$ cat src/hw/mgmt_pkg.sv
// constants for the serial management slave port
package mgmt_pkg;
  localparam int unsigned PREAMBLE_ONES   = 32;  // ones needed before a start pattern
  localparam int unsigned PREAMBLE_CNT_W  = 6;
  localparam logic [1:0]  START_PATTERN   = 2'h1;   // 01
  localparam logic [1:0]  OP_READ         = 2'h2;   // 10
  localparam logic [1:0]  OP_WRITE        = 2'h1;   // 01
  localparam int unsigned PHY_ADDR_W      = 5;
  localparam int unsigned REG_ADDR_W      = 5;
  localparam int unsigned DATA_W          = 16;
  localparam int unsigned FIELD_CNT_W     = 5;
  localparam int unsigned READ_DRIVE_BITS = 17;     // turnaround bit two plus data
  // register and bit holding the preamble skip setting
  localparam logic [4:0]  SKIP_REG_ADDR   = 5'h01;
  localparam int unsigned SKIP_BIT        = 6;
endpackage

$ cat src/hw/mgmt_sync.sv
// two flip-flop synchroniser for one level from outside the clock domain
`timescale 1ns/10ps
module mgmt_sync
#(
  parameter logic RESET_VALUE = 1'b1
)
(
  input  wire logic ref_clk,
  input  wire logic nrst,
  input  wire logic async_in,
  output logic      sync_out
);

  logic meta_ff;
  logic sync_ff;

  // first stage is read only by the second
  always_ff @(posedge ref_clk)
  begin
    if (!nrst)
    begin
      meta_ff <= RESET_VALUE;
      sync_ff <= RESET_VALUE;
    end
    else
    begin
      meta_ff <= async_in;
      sync_ff <= meta_ff;
    end
  end

  assign sync_out = sync_ff;

endmodule

$ cat src/hw/phy_mdio_management_port.sv
// serial management slave port: frame decode, register access, data line drive
`timescale 1ns/10ps
// How it works
// - 32 ones precede frame, else ignored
// - preamble skip enable accepts short preamble
// - start pattern 01 marks fields follow
// - opcode 10 reads, 01 writes
// - five-bit transceiver address, MSB first
// - five-bit register index, MSB first
// - read turnaround: float, then drive low
// - sixteen data bits, MSB first
// - read bits change after rising edge
// - device drives exactly last 17 bits
// - port keeps working while isolated
module phy_mdio_management_port
  import mgmt_pkg::*;
#(
  parameter logic [PHY_ADDR_W-1:0] OWN_ADDR = 5'h01
)
(
  input  wire logic                  ref_clk,
  input  wire logic                  nrst,
  input  wire logic                  mdc,
  input  wire logic                  mdio_in,
  output logic                       mdio_out,
  output logic                       mdio_oe_n,
  input  wire logic                  isolate,
  input  wire logic [DATA_W-1:0]     reg_rd_data,
  output logic [REG_ADDR_W-1:0]      reg_addr,
  output logic                       reg_rd_strobe,
  output logic [DATA_W-1:0]          reg_wr_data,
  output logic                       reg_wr_strobe,
  output logic                       preamble_skip_enable
);

  // ----------------------------------------------------------------
  // link sampling
  // ----------------------------------------------------------------
  typedef enum logic [2:0] {
    ST_PREAMBLE,
    ST_START,
    ST_OPCODE,
    ST_PHYAD,
    ST_REGAD,
    ST_TURN,
    ST_DATA,
    ST_CLOSE
  } phase_type;

  logic mdc_s;
  logic mdio_s;
  logic mdc_d_ff;

  mgmt_sync #(.RESET_VALUE(1'b0)) u_sync_mdc
  (
    .ref_clk  (ref_clk),
    .nrst     (nrst),
    .async_in (mdc),
    .sync_out (mdc_s)
  );

  mgmt_sync #(.RESET_VALUE(1'b1)) u_sync_mdio
  (
    .ref_clk  (ref_clk),
    .nrst     (nrst),
    .async_in (mdio_in),
    .sync_out (mdio_s)
  );

  // limitation: mdc must stay slower than about half of ref_clk,
  // or a short high phase slips between two samples and an edge is lost
  // edges found from the synchronised clock; isolation never gates them
  wire rise = mdc_s & ~mdc_d_ff;

  always_ff @(posedge ref_clk)
  begin
    if (!nrst)
      mdc_d_ff <= 1'b0;
    else
      mdc_d_ff <= mdc_s;
  end

  // ----------------------------------------------------------------
  // frame state
  // ----------------------------------------------------------------
  // frame registers, all advanced from the detected clock edge except the shift_ff load of read data
  phase_type                 phase_ff;
  phase_type                 nxt_phase;
  logic [PREAMBLE_CNT_W-1:0] ones_ff;
  logic [FIELD_CNT_W-1:0]    cnt_ff;
  logic [1:0]                pair_ff;
  logic                      is_read_ff;
  logic [PHY_ADDR_W-1:0]     phy_ff;
  logic [REG_ADDR_W-1:0]     reg_ff;
  logic [DATA_W-1:0]         shift_ff;
  logic                      mine_ff;
  logic                      skip_ff;

  // preamble counter saturates so long preambles still qualify
  wire preamble_ok = (ones_ff == PREAMBLE_CNT_W'(PREAMBLE_ONES)) | skip_ff;
  wire [1:0] pair_now = {pair_ff[0], mdio_s};
  wire last_field = (cnt_ff == '0);
  wire [PHY_ADDR_W-1:0] phy_now = {phy_ff[PHY_ADDR_W-2:0], mdio_s};
  wire addr_hit = (phy_now == OWN_ADDR);
  wire skip_write = mine_ff & ~is_read_ff & (reg_ff == SKIP_REG_ADDR);

  // next phase on each rising management clock edge, one bit per edge
  always_comb
  begin
    nxt_phase = phase_ff;
    unique case (phase_ff)
      ST_PREAMBLE: if (preamble_ok & ~mdio_s) nxt_phase = ST_START;
      ST_START:    nxt_phase = (pair_now == START_PATTERN) ? ST_OPCODE : ST_PREAMBLE;
      ST_OPCODE:
        if (cnt_ff[0])
          nxt_phase = ((pair_now == OP_READ) | (pair_now == OP_WRITE)) ?
                      ST_PHYAD : ST_PREAMBLE;
      ST_PHYAD:    if (last_field) nxt_phase = ST_REGAD;
      ST_REGAD:    if (last_field) nxt_phase = ST_TURN;
      ST_TURN:     if (cnt_ff[0]) nxt_phase = ST_DATA;
      ST_DATA:     if (last_field) nxt_phase = ST_CLOSE;
      ST_CLOSE:    nxt_phase = ST_PREAMBLE;
    endcase
  end

  // ones counted only while hunting; cleared by any zero
  wire hunting  = (phase_ff == ST_PREAMBLE);
  wire ones_inc = hunting & mdio_s & ~preamble_ok;
  wire ones_clr = ~hunting | ~mdio_s;
  wire [PREAMBLE_CNT_W-1:0] nxt_ones = ones_inc ? ones_ff + 1'b1 :
                                       ones_clr ? '0 : ones_ff;

  // field counter: loaded with the field length less one (zero for two-bit fields) on a phase change;
  // two-bit fields count up and test bit zero, longer ones count down
  wire phase_moves = (phase_ff != nxt_phase);
  wire counts_up   = (phase_ff == ST_OPCODE) | (phase_ff == ST_TURN);
  wire [FIELD_CNT_W-1:0] field_len =
    (nxt_phase == ST_PHYAD) ? FIELD_CNT_W'(PHY_ADDR_W - 1) :
    (nxt_phase == ST_REGAD) ? FIELD_CNT_W'(REG_ADDR_W - 1) :
    (nxt_phase == ST_DATA)  ? FIELD_CNT_W'(DATA_W - 1) : '0;
  wire [FIELD_CNT_W-1:0] nxt_cnt = phase_moves ? field_len :
                                   counts_up   ? cnt_ff + 1'b1 : cnt_ff - 1'b1;

  // field capture enables, one per rising management clock edge
  wire op_done  = rise & (phase_ff == ST_OPCODE) & cnt_ff[0];
  wire phy_bit  = rise & (phase_ff == ST_PHYAD);
  wire phy_done = phy_bit & last_field;
  wire reg_bit  = rise & (phase_ff == ST_REGAD);
  wire [REG_ADDR_W-1:0] reg_now = {reg_ff[REG_ADDR_W-2:0], mdio_s};

  // phase and counters advance only on a rising management clock edge
  always_ff @(posedge ref_clk)
  begin
    if (!nrst)
    begin
      phase_ff <= ST_PREAMBLE;
      ones_ff  <= '0;
      cnt_ff   <= '0;
      pair_ff  <= 2'h0;
    end
    else if (rise)
    begin
      phase_ff <= nxt_phase;
      ones_ff  <= nxt_ones;
      cnt_ff   <= nxt_cnt;
      pair_ff  <= pair_now;
    end
  end

  // captured fields; mine_ff is only looked at after it is refreshed
  always_ff @(posedge ref_clk)
  begin
    if (!nrst)
    begin
      is_read_ff <= 1'b0;
      phy_ff     <= '0;
      reg_ff     <= '0;
      mine_ff    <= 1'b0;
    end
    else
    begin
      if (op_done)
        is_read_ff <= (pair_now == OP_READ);
      if (phy_bit)
        phy_ff <= phy_now;
      if (phy_done)
        mine_ff <= addr_hit;
      if (reg_bit)
        reg_ff <= reg_now;
    end
  end

  // ----------------------------------------------------------------
  // register side and data shifting
  // ----------------------------------------------------------------
  wire read_fetch = rise & mine_ff & is_read_ff & (phase_ff == ST_REGAD) & last_field;
  wire data_bit   = rise & (phase_ff == ST_DATA);
  wire commit     = rise & (phase_ff == ST_CLOSE) & mine_ff & ~is_read_ff;
  wire [DATA_W-1:0] shifted_word = is_read_ff ? {shift_ff[DATA_W-2:0], 1'b0} :
                                                {shift_ff[DATA_W-2:0], mdio_s};

  // read data is fetched one cycle after the strobe, at the start of turnaround
  logic load_pending_ff;

  // strobes are single-cycle pulses; the holder gives no answer back
  always_ff @(posedge ref_clk)
  begin
    if (!nrst)
    begin
      reg_rd_strobe   <= 1'b0;
      reg_wr_strobe   <= 1'b0;
      load_pending_ff <= 1'b0;
    end
    else
    begin
      reg_rd_strobe   <= read_fetch;
      reg_wr_strobe   <= commit;
      load_pending_ff <= reg_rd_strobe;
    end
  end

  // address and write data hold until the next strobe
  always_ff @(posedge ref_clk)
  begin
    if (!nrst)
    begin
      reg_addr    <= '0;
      reg_wr_data <= '0;
    end
    else
    begin
      if (read_fetch)
        reg_addr <= reg_now;
      else if (commit)
        reg_addr <= reg_ff;
      if (commit)
        reg_wr_data <= shift_ff;
    end
  end

  // a write shifts the line in; a read shifts zeros in behind the msb
  always_ff @(posedge ref_clk)
  begin
    if (!nrst)
      shift_ff <= '0;
    else if (load_pending_ff)
      shift_ff <= reg_rd_data;
    else if (data_bit)
      shift_ff <= shifted_word;
  end

  // local copy of the skip bit, kept current by writes to its register
  always_ff @(posedge ref_clk)
  begin
    if (!nrst)
      skip_ff <= 1'b0;
    else if (commit && skip_write)
      skip_ff <= shift_ff[SKIP_BIT];
  end

  // ----------------------------------------------------------------
  // data line drive
  // ----------------------------------------------------------------
  // drive begins after the rising edge that ends turnaround bit one and
  // stops at the edge after the last data bit: 17 bit times in all
  wire drive_win = mine_ff & is_read_ff &
                   (((phase_ff == ST_TURN) & cnt_ff[0]) | (phase_ff == ST_DATA));
  wire drive_val = (phase_ff == ST_DATA) ? shift_ff[DATA_W-1] : 1'b0;

  always_ff @(posedge ref_clk)
  begin
    if (!nrst)
    begin
      mdio_out  <= 1'b1;
      mdio_oe_n <= 1'b1;
    end
    else
    begin
      mdio_oe_n <= ~drive_win;
      mdio_out  <= drive_win ? drive_val : 1'b1;
    end
  end

  // skip setting shown two cycles after the commit, one after skip_ff, from its own flop
  always_ff @(posedge ref_clk)
  begin
    if (!nrst)
      preamble_skip_enable <= 1'b0;
    else
      preamble_skip_enable <= skip_ff;
  end

endmodule

$ cat config.mk
export PLATFORM = sky130hd
export DESIGN_NAME = phy_mdio_management_port
export DESIGN_NICKNAME = d
export VERILOG_FILES = /design/src/hw/mgmt_pkg.sv /design/src/hw/mgmt_sync.sv /design/src/hw/phy_mdio_management_port.sv
export SDC_FILE = /design/constraint.sdc
export NUM_CORES = 1
export LEC_CHECK = 0
export BUFFER_PORTS_ARGS = -buffer_cell sky130_fd_sc_hd__clkbuf_2
export CAP_MARGIN = 40
export CELL_PAD_IN_SITES_DETAIL_PLACEMENT = 1
export CELL_PAD_IN_SITES_GLOBAL_PLACEMENT = 1
export CORE_MARGIN = 5
export CORE_UTILIZATION = 43
export DETAILED_ROUTE_END_ITERATION = 12
export PLACE_DENSITY_LB_ADDON = 0.1
export SYNTH_ARGS = -nofsm -noshare
export SYNTH_HDL_FRONTEND = slang
export SYNTH_HIERARCHICAL = 1
export SYNTH_SLANG_ARGS = --single-unit
export TNS_END_PERCENT = 30
$ cat constraint.sdc
create_clock -name ref_clk -period 3.35 [get_ports ref_clk]
set_input_delay 0.67 -clock ref_clk [delete_from_list [all_inputs] [get_ports ref_clk]]
set_output_delay 0.67 -clock ref_clk [all_outputs]
set_load 0.02 [all_outputs]
Word level (Yosys, flattened, before mapping)
Cells that the tools add are included.
Operators by class
  bitwise logic cells: 33
  add/subtract/negate cells: 3
  eq/ne operators: 16
  reductions and logical operators: 8
  mux-type cells: 22
Operator list (count)
  $mux W16: 2
  $pmux W3 S8: 1
  $and A1 B1 Y1: 22
  $mux W5: 4
  $eq A3 B3 Y1 const B: 6
  $mux W3: 6
  $mux W4: 3
  $mux W6: 2
  $eq A5 B1 Y1 const B: 2
  $eq A3 B2 Y1 const B: 3
  $add A6 B1 Y6 const B: 1
  $eq A6 B6 Y1 const B: 1
  $not A1 Y1: 6
  $reduce_bool A2 Y1: 3
  $add A5 B1 Y5 const B: 1
  $logic_not A5 Y1: 1
  $or A1 B1 Y1: 5
  $sub A5 B1 Y5 const B: 1
  $mux W2: 2
  $reduce_and A2 Y1: 2
  $eq A3 B1 Y1 const B: 1
  $logic_not A3 Y1: 1
  $ne A3 B3 Y1: 1
  $eq A2 B1 Y1 const B: 1
  other kinds (3): 4
Word-level totals
  bits of input ports: 21
  register bits after elaboration: 75
  output and inout port bits: 26

Logic depth before layout (Yosys ltp)
Gate-level depths: netlist (run 1).
  depth after elaboration: 10
  depth in mapped cells: 11
  mapped depth without buffers: 11

Hierarchy
Netlist (run 1), hierarchy kept.
By module, submodules not included
  phy_mdio_management_port: cells an instance 380, instances 1, area an instance 3321.9 um2, sequential area each 1421.4 um2
  mgmt_sync: cells an instance 4, instances 2, area an instance 52.6 um2, sequential area each 40.0 um2

Worst setup path after synthesis (run 1)
OpenSTA, ideal clock, no wires.
  path type: register to register
  start: register phase_ff[1]
  end: register cnt_ff[4]
  setup time: 0.074 ns
  setup slack: 0.992 ns
  data arrival time: 2.284 ns
  buffers on the path: 1
  cell stages (with the launch flop): 12
  data required time: 3.276 ns
  path through: dfxtp_1 -> buf_2 -> nand2_1 -> o21ai_0 -> inv_1 -> ha_1 -> nor2b_1 -> o21ai_0 -> nand2b_1 -> xnor2_1 -> nand3b_1 -> a31oi_1
Between the ends
  cells in the longest elaborated chain, start to end: 4
  elaborated cells on any way between the ends: 19
  those cells by class: eq/ne: 8; mux: 9; bitwise: 1; reduce/logical: 1
RTL lines
  start, declared: RTL line phy_mdio_management_port.sv:87  | phase_type phase_ff;
  start signal, assigned: RTL line phy_mdio_management_port.sv:163  | phase_ff <= nxt_phase;
  $eq A3 B3 Y1 (tied with other cells): RTL line phy_mdio_management_port.sv:111  | unique case (phase_ff)
  $pmux W3 S8 / $or A1 B1 Y1 (equally long branches): RTL line phy_mdio_management_port.sv:111, phy_mdio_management_port.sv:136
  $ne A3 B3 Y1 / $mux W5 (equally long branches): RTL line phy_mdio_management_port.sv:135, phy_mdio_management_port.sv:142
  $mux W5 *: RTL line phy_mdio_management_port.sv:141  | wire [FIELD_CNT_W-1:0] nxt_cnt = phase_moves ? field_len :
  end signal, assigned: RTL line phy_mdio_management_port.sv:165  | cnt_ff <= nxt_cnt;
  end, declared: RTL line phy_mdio_management_port.sv:90  | logic [FIELD_CNT_W-1:0] cnt_ff;
Mark *: on every way between the ends. The rest lies on a longest branch, timed or not.
A chain may end at the register's enable or synchronous reset.

Worst setup path after layout (run 1)
Same ends and word-level chain as after synthesis.

==> flow_summary.json, run 1 <==
{
  "clk_latency_ns": 0.34,
  "finalSetupTns_ns": 0,
  "clkSlewWorstSetupHoldPaths_ns": 0.08,
  "cts_sinks": 75,
  "critPathCaptureType": "register",
  "p_per_area_nw_per_um2": 425.4,
  "start_util": 0.4435,
  "p_clk_frac": 0.409,
  "arrival_ns": 3.01,
  "timing.max_cap.violations": 0,
  "die_x_um": 99.28,
  "boundaryPins": 47,
  "overflow": 0,
  "max_freq_mhz": 364.7,
  "vias": 2913,
  "switching_share": 0.2419,
  "synth-warning-count": 6,
  "synthFlopType": "dfxtp_1",
  "cts_buffers": 9,
  "syn_nets": 417,
  "grt_max_degree": 34,
  "p_seq_frac": 0.538,
  "h-tree-depth": 3,
  "avgSynthCellArea_um2": 8.833,
  "ys_ff_latch": 75,
  "ant_nets": 0,
  "clockRootBuffer": "clkbuf_8",
  "p_comb_frac": 0.053,
  "power_switching_uw": 408.3,
  "syn_to_final_growth_pct": 15.77,
  "fin_worst_skew_ns": 0.009579,
  "critical_path_class": "reg -> reg",
  "crit_path_max_fanout": 14,
  "drtPass1Iterations": 4,
  "setup_viol": 0,
  "grtUsageTotal": 0.1775,
  "cts_tree": "built",
  "ir_drop_v": 0.0002224,
  "core_um2": 7727,
  "fp.dieH_um": 99.28,
  "p_leak_nw": 1.510,
  "hold_viol": 0,
  "startpoint_type": "register",
  "holdBufCountCts": 0,
  "yosysUniqueCellTypes": 53,
  "worst_pin_slew_ns": 0.6602,
  "drive_above_1_share": 0.2169,
  "seq_area_frac_synth": 0.4381,
  "fin_crit_sh": 0.8185,
  "die_area_um2": 9856,
  "worstPathRequired_ns": 3.62,
  "nNetsFinal": 463,
  "slew_headroom": 0.5598,
  "hp-class": "reg -> reg",
  "num_rows": 32,
  "wl_per_cell_um": 15.47,
  "grt_pass1_wl_um": 14360,
  "antenna_cells": 0,
  "synthesis.area_um2": 3427,
  "clk_path_buf_depth": 2,
  "regToRegSetupSlack_ns": 0.61,
  "final_common_cell": "dfxtp_1",
  "portBuffers": 45,
  "finalMaxSlewViolations": 0,
  "final_cell_mix": "75 x dfxtp_1, 54 x nand2_1, 45 x clkbuf_2",
  "rsz0062_at_grt": "false",
  "drc_errors": 0,
  "intPower_mw": 1.279,
  "via_per_inst": 5.394,
  "dp_hpwl_um": 5824,
  "synth_edf_count": 0,
  "grt_pass1_vias": 3089,
  "post_cts_resized": 0,
  "drt-total-wl_um": 8355,
  "final.min_clock_period_ns": 2.742,
  "status": "completed",
  "antenna_found_initial": 0,
  "preCtsSetupSlack_ns": 0.6237,
  "drt_iter0_drc": 101,
  "async_reset_ff_frac": 0,
  "syn_inst": 388,
  "setup_slack_ns": 0.6079,
  "cts_setup_buffers": 0,
  "gp_congestion": 0.8049
}
## power by group through the flow
stage               clock network, mW  registers [mW]  logic, mW
floorplan                           0           0.924     0.0596
global placement                    0           0.929     0.0871
detailed placement                  0           0.929     0.0893
CTS                             0.716           0.908     0.0902
global route                    0.756           0.910     0.0993
finish                          0.690           0.908     0.0892
## synth_stat cells, drive strengths merged, types with 2 or more instances
library cell,n,area [um^2]
nand4b,2,17.52
xor2,4,35.03
nand4,3,25.02
nand2b,6,37.54
and2,6,37.54
a221oi,3,26.28
nand2,54,202.7
buf,7,38.79
a21oi,32,160.2
a31oi,3,18.77
mux2i,27,270.3
o21a,2,15.01
nand3,6,30.03
nand3b,3,22.52
nor3,9,55.05
nor4,4,37.53
clkbuf,14,52.55
ha,7,87.58
xnor2,3,26.28
or4,2,15.01
nor2b,5,38.78
a211oi,7,52.55
o21ai,12,60.05
nor2,43,161.4
a22oi,4,30.03
inv,13,48.79
dfxtp,75,1501
mux2,15,168.9
## kinds of logic (layout without fill, tap and decap cells)
| kind of cell | after synthesis | after routing | synth area share |
|---|---|---|---|
| AO/OA/AOI/OAI | 76 | 76 | 0.1387 |
| XOR/XNOR | 7 | 7 | 0.01789 |
| adder cells (fa/ha/maj) | 8 | 8 | 0.03140 |
| buffers and inverters | 34 | 84 | 0.04089 |
| flip-flops | 75 | 75 | 0.4381 |
| multiplexers | 42 | 42 | 0.1281 |
| AND/OR/NAND/NOR | 146 | 146 | 0.2048 |
## final timing paths
| path | from | to | cells after the start |
|---|---|---|---|
| hold reg to reg | u_sync_mdio/meta_ff | u_sync_mdio/sync_out | 1 |
| setup / recovery | phase_ff[1] | cnt_ff[4] | 10 |
| hold / removal | u_sync_mdio/meta_ff | u_sync_mdio/sync_out | 1 |
| setup reg to reg | phase_ff[1] | cnt_ff[4] | 10 |
## layout make-up
cell class                 instances  area, um^2
fill                             942        3760
inverter                          13       48.80
tap                              102       127.6
sequential                        75        1501
clock inverter                     6       65.06
multi-input combinational        279        1785
timing repair buffer              56       315.3
clock buffer                       9       123.9
## metrics by stage
stage	hold slack [ns]	cells	utilization	instance area (um^2)	total power, mW
2_1_floorplan	0.3863	388	-	3427	0.9839
3_3_place_gp	0.3990	524	0.4870	3764	1.016
3_5_place_dp	0.4105	525	0.4890	3779	1.018
4_1_cts	0.4303	540	0.5134	3968	1.715
5_1_grt	0.4618	540	0.5134	3968	1.766
6_report	0.4228	540	0.5134	3968	1.688
## sequential cells by signal, indices dropped and copies added (netlist names), 3 cells and up
name         count
ones_ff          6
reg_ff           5
phy_ff           4
reg_addr         5
phase_ff         3
cnt_ff           5
reg_wr_data     16
shift_ff        16
## per-layer routing
layer,part of all wire,track usage
met3,0.027,0.03576
met2,0.49,0.3022
met4,0.013,0.06092
met5,0,0
met1,0.47,0.2238
## critical path: stages (launching register included)
cell      delay (ns)
dfxtp_1         0.68
nand2_1         0.17
o21ai_0         0.46
inv_1           0.18
ha_1            0.36
nor2b_1         0.14
o21ai_0         0.14
nand2b_1        0.08
xnor2_1         0.13
nand3b_1        0.17
a31oi_1         0.16
Power figures use the tool's default switching activity.
==> inputs of run 2 (changes only) <==
--- a/config.mk
+++ b/config.mk
@@ -10,7 +10,7 @@
 export CELL_PAD_IN_SITES_DETAIL_PLACEMENT = 1
 export CELL_PAD_IN_SITES_GLOBAL_PLACEMENT = 1
 export CORE_MARGIN = 5
-export CORE_UTILIZATION = 43
+export CORE_UTILIZATION = 39
 export DETAILED_ROUTE_END_ITERATION = 12
 export PLACE_DENSITY_LB_ADDON = 0.1
 export SYNTH_ARGS = -nofsm -noshare
==> constraint.sdc (replaced) <==
create_clock -name ref_clk -period 2.3 [get_ports ref_clk]
set_input_delay 0.46 -clock ref_clk [delete_from_list [all_inputs] [get_ports ref_clk]]
set_output_delay 0.46 -clock ref_clk [all_outputs]
set_load 0.02 [all_outputs]
==> run 2 against run 1 <==
Power grew 43%; critical path type unchanged; critical path depth grew 1; design area grew 1.8%; global-route usage shrank 1.8 points; first-iteration DRC count grew 61%; flip-flop and latch count is the same.
==> flow_summary.json, run 2 (synthesis gave the netlist of run 1 again) <==
{
  "status": "completed",
  "final_common_cell": "dfxtp_1",
  "path_cells": "nor2b_4, nand2_1, o21ai_1, inv_1, ha_1, nor2b_1, o21ai_0, nand2b_1, xnor2_1, nand3b_1, a31oi_1",
  "clkSlewWorstSetupHoldPaths_ns": 0.09,
  "grt_pass1_wl_um": 14430,
  "clockRootBuffer": "clkbuf_8",
  "worstPathRequired_ns": 2.51,
  "drc_errors": 0,
  "final_cell_mix": "73 x dfxtp_1, 54 x nand2_1, 45 x clkbuf_2",
  "final.min_clock_period_ns": 2.127,
  "die_x_um": 103.7,
  "crit_path_max_fanout": 4,
  "finalNonFillerCells": 555,
  "max_freq_mhz": 470.1,
  "core_um2": 8636,
  "worst_hold_startpoint": "mdio_in",
  "start_util": 0.3968,
  "critical_path.top_delay_family": "simple AND/OR/NAND/NOR gates",
  "timing.max_cap.violations": 0,
  "slowest_delay_ns": 0.36,
  "nNetsFinal": 471,
  "grtUsageTotal": 0.1593,
  "dp.cells": 538,
  "critPathCaptureType": "register",
  "h-tree-depth": 3,
  "fin_hold_ws_ns": 0.3001,
  "fin_worst_skew_ns": 0.008979,
  "syn_to_final_growth_pct": 17.89,
  "ir_drop_v": 0.0002816,
  "vias": 2920,
  "antenna_cells": 0,
  "setup_viol": 0,
  "dpl_cell_area_um2": 3831,
  "drive_above_1_share": 0.2416,
  "antenna_found_initial": 0,
  "drt_iter0_drc": 163,
  "num_rows": 34,
  "startpoint_type": "register",
  "ant_nets": 0,
  "cts_buffers": 9,
  "rsz0062_at_grt": "false",
  "hold_viol": 0,
  "fp.dieH_um": 103.7,
  "r2r_start": "phase_ff[0]",
  "p_per_area_nw_per_um2": 597.4,
  "grt_pass1_vias": 2999,
  "clk_path_buf_depth": 2,
  "arrival_ns": 2.33,
  "drtPass1Iterations": 4,
  "reg.largest.list": "reg_wr_data x16, shift_ff x16, ones_ff x6",
  "cts_tree": "built",
  "critPathSlowestCell": "dfxtp_1",
  "preCtsSetupSlack_ns": 0.08286,
  "total_power_mw": 2.414,
  "critical_path_class": "reg -> reg",
  "min_path_cells": 2,
  "dp_hpwl_um": 5907,
  "slew_headroom": 0.5470,
  "wl_per_cell_um": 15.29,
  "reg2reg_to": "cnt_ff[4]",
  "finalSetupTns_ns": 0,
  "hold_end": "u_sync_mdio/meta_ff",
  "cts_sinks": 75,
  "setup_slack_ns": 0.1729,
  "fin_crit_sh": 0.9248,
  "boundaryPins": 47,
  "portBuffers": 45,
  "overflow": 0,
  "clk_latency_ns": 0.35,
  "hp-class": "in -> reg",
  "final_util": 0.4678,
  "r2r_cells": 11,
  "worst_pin_slew_ns": 0.6795,
  "final_area_um2": 4040,
  "regToRegSetupSlack_ns": 0.17,
  "critPathBufInv": 1,
  "gp_congestion": 0.8618,
  "p_leak_nw": 1.546,
  "die_area_um2": 10760,
  "finalMaxSlewViolations": 0,
  "via_per_inst": 5.261,
  "grt_max_degree": 62,
  "drt-total-wl_um": 8484
}
run 2: area by class of cell:
type	instances	area, um^2
repair buffers	64	367.9
fillers	1046	4596
clock buffers	9	123.9
well taps	108	135.1
inverters	13	48.80
flip-flops and latches	75	1504
clock inverters	7	57.56
multi-input cells	279	1803
run 2: what timing repair did:
| item | in CTS | in global routing |
|---|---|---|
| gates resized for setup | 0 | 6 |
| hold buffers | 0 | 0 |
| buffers inserted | 0 | 1 |
| setup endpoints to repair | 0 | 5 |
run 2: worst max path at each step:
stage	depth (start not counted)	slack (ns)	startpoint	to
finish	11	0.17	phase_ff[0]	cnt_ff[4]
floorplan	9	-0.03	u_sync_mdio/sync_out	cnt_ff[0]
CTS	9	0.06	ones_ff[0]	cnt_ff[1]
global placement	8	0.23	phase_ff[1]	cnt_ff[1]
global route	11	0.0009	phase_ff[0]	cnt_ff[4]
detailed placement	9	0.08	ones_ff[0]	cnt_ff[1]
run 2: metal layers:
metal  part of all wire  GRT usage  vias up
met1               0.49     0.2153     1415
met3              0.028    0.03109        9
met4              0.011    0.04995        0
met2               0.47     0.2559       36
li1                   -          -     1460
met5                  0          0        -
run 2: power breakdown:
part	internal (mW)	total [mW]	switching, mW	leakage [nW]
Sequential	1.31	1.32	0.0108	0.607
Clock	0.409	0.958	0.549	0.0886
Combinational	0.0577	0.137	0.0788	0.850
Total	1.77	2.41	0.639	1.55
==> inputs of run 3 (changes only) <==
--- a/config.mk
+++ b/config.mk
@@ -9,9 +9,10 @@
 export CAP_MARGIN = 40
 export CELL_PAD_IN_SITES_DETAIL_PLACEMENT = 1
 export CELL_PAD_IN_SITES_GLOBAL_PLACEMENT = 1
-export CORE_MARGIN = 5
+export CORE_MARGIN = 2
 export CORE_UTILIZATION = 39
 export DETAILED_ROUTE_END_ITERATION = 12
+export GPL_TIMING_DRIVEN = 0
 export PLACE_DENSITY_LB_ADDON = 0.1
 export SYNTH_ARGS = -nofsm -noshare
 export SYNTH_HDL_FRONTEND = slang
==> run 3 against run 2 <==
Utilization up 0.71 points; clock power is 1% higher; worst hold slack got worse by 0.024 ns; first-iteration DRC count is 22% lower.
==> flow_summary.json, run 3 (synthesis gave the netlist of run 1 again) <==
{
  "cts_tree": "built",
  "wl_per_cell_um": 15.97,
  "nNetsFinal": 476,
  "setup_viol": 0,
  "drtPass1Iterations": 4,
  "hold_viol": 0,
  "drc_errors": 0,
  "syn_to_final_growth_pct": 19.68,
  "preCtsSetupSlack_ns": -0.6536,
  "reg.largest.list": "reg_wr_data x16, shift_ff x16, ones_ff x6",
  "start_util": 0.3968,
  "clk_latency_ns": 0.37,
  "vias": 2981,
  "drt_iter0_drc": 127,
  "fin_crit_sh": 0.9373,
  "status": "completed",
  "p_seq_frac": 0.541,
  "finalSetupTns_ns": 0,
  "hp-class": "in -> reg",
  "drive_above_1_share": 0.2500,
  "p_clk_frac": 0.398,
  "worst_pin_slew_ns": 0.7523,
  "startpoint_type": "register",
  "grt_pass1_vias": 3071,
  "fin_worst_skew_ns": 0.01729,
  "boundaryPins": 47,
  "dp_hpwl_um": 6402,
  "grt_max_degree": 16,
  "gp_congestion": 0.7986,
  "via_per_inst": 5.323,
  "clk_path_buf_depth": 2,
  "r2r_start": "u_sync_mdio/sync_out",
  "finalMaxSlewViolations": 0,
  "rsz0062_at_grt": "false",
  "overflow": 0,
  "grtUsageTotal": 0.1980,
  "worstPathRequired_ns": 2.61,
  "drt-total-wl_um": 8943,
  "critPathCaptureType": "register",
  "die_x_um": 97.74,
  "setup_slack_ns": 0.1442,
  "num_rows": 34,
  "slew_headroom": 0.4985,
  "intPower_mw": 1.774,
  "holdBufCountCts": 0,
  "final_cell_mix": "72 x dfxtp_1, 54 x nand2_1, 46 x clkbuf_2",
  "p_per_area_nw_per_um2": 593.8,
  "grt_pass1_wl_um": 15170,
  "ant_nets": 0,
  "final_common_cell": "dfxtp_1",
  "clockRootBuffer": "clkbuf_8",
  "power_switching_uw": 661.5,
  "p_leak_nw": 1.535,
  "max_freq_mhz": 463.9,
  "die_area_um2": 9553,
  "final.min_clock_period_ns": 2.156,
  "clkSlewWorstSetupHoldPaths_ns": 0.08,
  "startpoint": "u_sync_mdio/sync_out",
  "switching_share": 0.2716,
  "antenna_cells": 0,
  "portBuffers": 45,
  "cts_sinks": 75,
  "crit_path_max_fanout": 10,
  "timing.max_cap.violations": 0,
  "ir_drop_v": 0.0002649,
  "core_um2": 8636,
  "antenna_found_initial": 0,
  "worst_hold_startpoint": "mdio_in",
  "arrival_ns": 2.46,
  "cts_buffers": 9,
  "fp.dieH_um": 97.74,
  "critical_path_class": "reg -> reg",
  "h-tree-depth": 3,
  "p_comb_frac": 0.062
}
## run 3: changes by cell type in the layout (fill, tap and decap cells not counted), moves of 3 or more
cell | before | now
buf_4 | 19 | 4
buf_2 | 0 | 3
dfxtp_4 | 0 | 3
clkbuf_1 | 0 | 9
## run 3: metal layers
metal  vias up  GRT usage  share of wire
met5         -          0              0
li1       1471          -              -
met2        47     0.3199           0.46
met3        11    0.03436          0.032
met1      1452     0.2651           0.49
met4         0    0.07799          0.017
## run 3: power by group through the flow
stage          logic [mW]  registers (mW)  clock network (mW)
6_report            0.150            1.32               0.968
5_1_grt             0.167            1.32                1.05
4_1_cts             0.142            1.32               0.988
3_5_place_dp        0.139            1.35                   0
3_3_place_gp        0.135            1.35                   0
2_1_floorplan      0.0868            1.35                   0
## run 3: what timing repair did
item	CTS	global route
endpoints found under the setup margin	33	24
pin swaps	2	2
resized for setup	14	24
buffers inserted	2	0
## run 3: critical path, stage by stage (launching register included)
cell and delay (ns):
dfxtp_4 0.38, buf_8 0.13, inv_1 0.07, ha_1 0.31, nand2b_1 0.22, a221oi_1 0.32
nor3_1 0.12, o22a_1 0.21, o21ai_1 0.13, o2111a_1 0.20
## run 3: final cells by class
type	count	area, um^2
fillers	1065	4534
well taps	108	135.1
clock buffers	9	123.9
inverters	13	48.80
multi-input cells	279	1854
repair buffers	48	247.7
clock inverters	7	57.56
plain buffers	21	121.4
flip-flops and latches	75	1513
## run 3: path summary, 6_finish.rpt
| kind | to | cells past startpoint | slack (ns) |
|---|---|---|---|
| max | cnt_ff[2] | 9 | 0.14 |
| min reg2reg | u_sync_mdio/sync_out | 1 | 0.41 |
| max reg2reg | cnt_ff[2] | 9 | 0.14 |
| min | u_sync_mdio/meta_ff | 2 | 0.28 |
## run 3: through the flow
step | utilization | power [mW] | hold slack (ns) | std cells | cell area (um^2)
final | 0.4749 | 2.436 | 0.2757 | 560 | 4101
after global routing | 0.4749 | 2.533 | 0.2940 | 560 | 4101
after CTS | 0.4662 | 2.449 | 0.2712 | 560 | 4026
after detailed placement | 0.4394 | 1.488 | 0.3970 | 542 | 3795
after global placement | 0.4386 | 1.483 | 0.3959 | 541 | 3787
after floorplan | - | 1.433 | 0.3863 | 388 | 3427
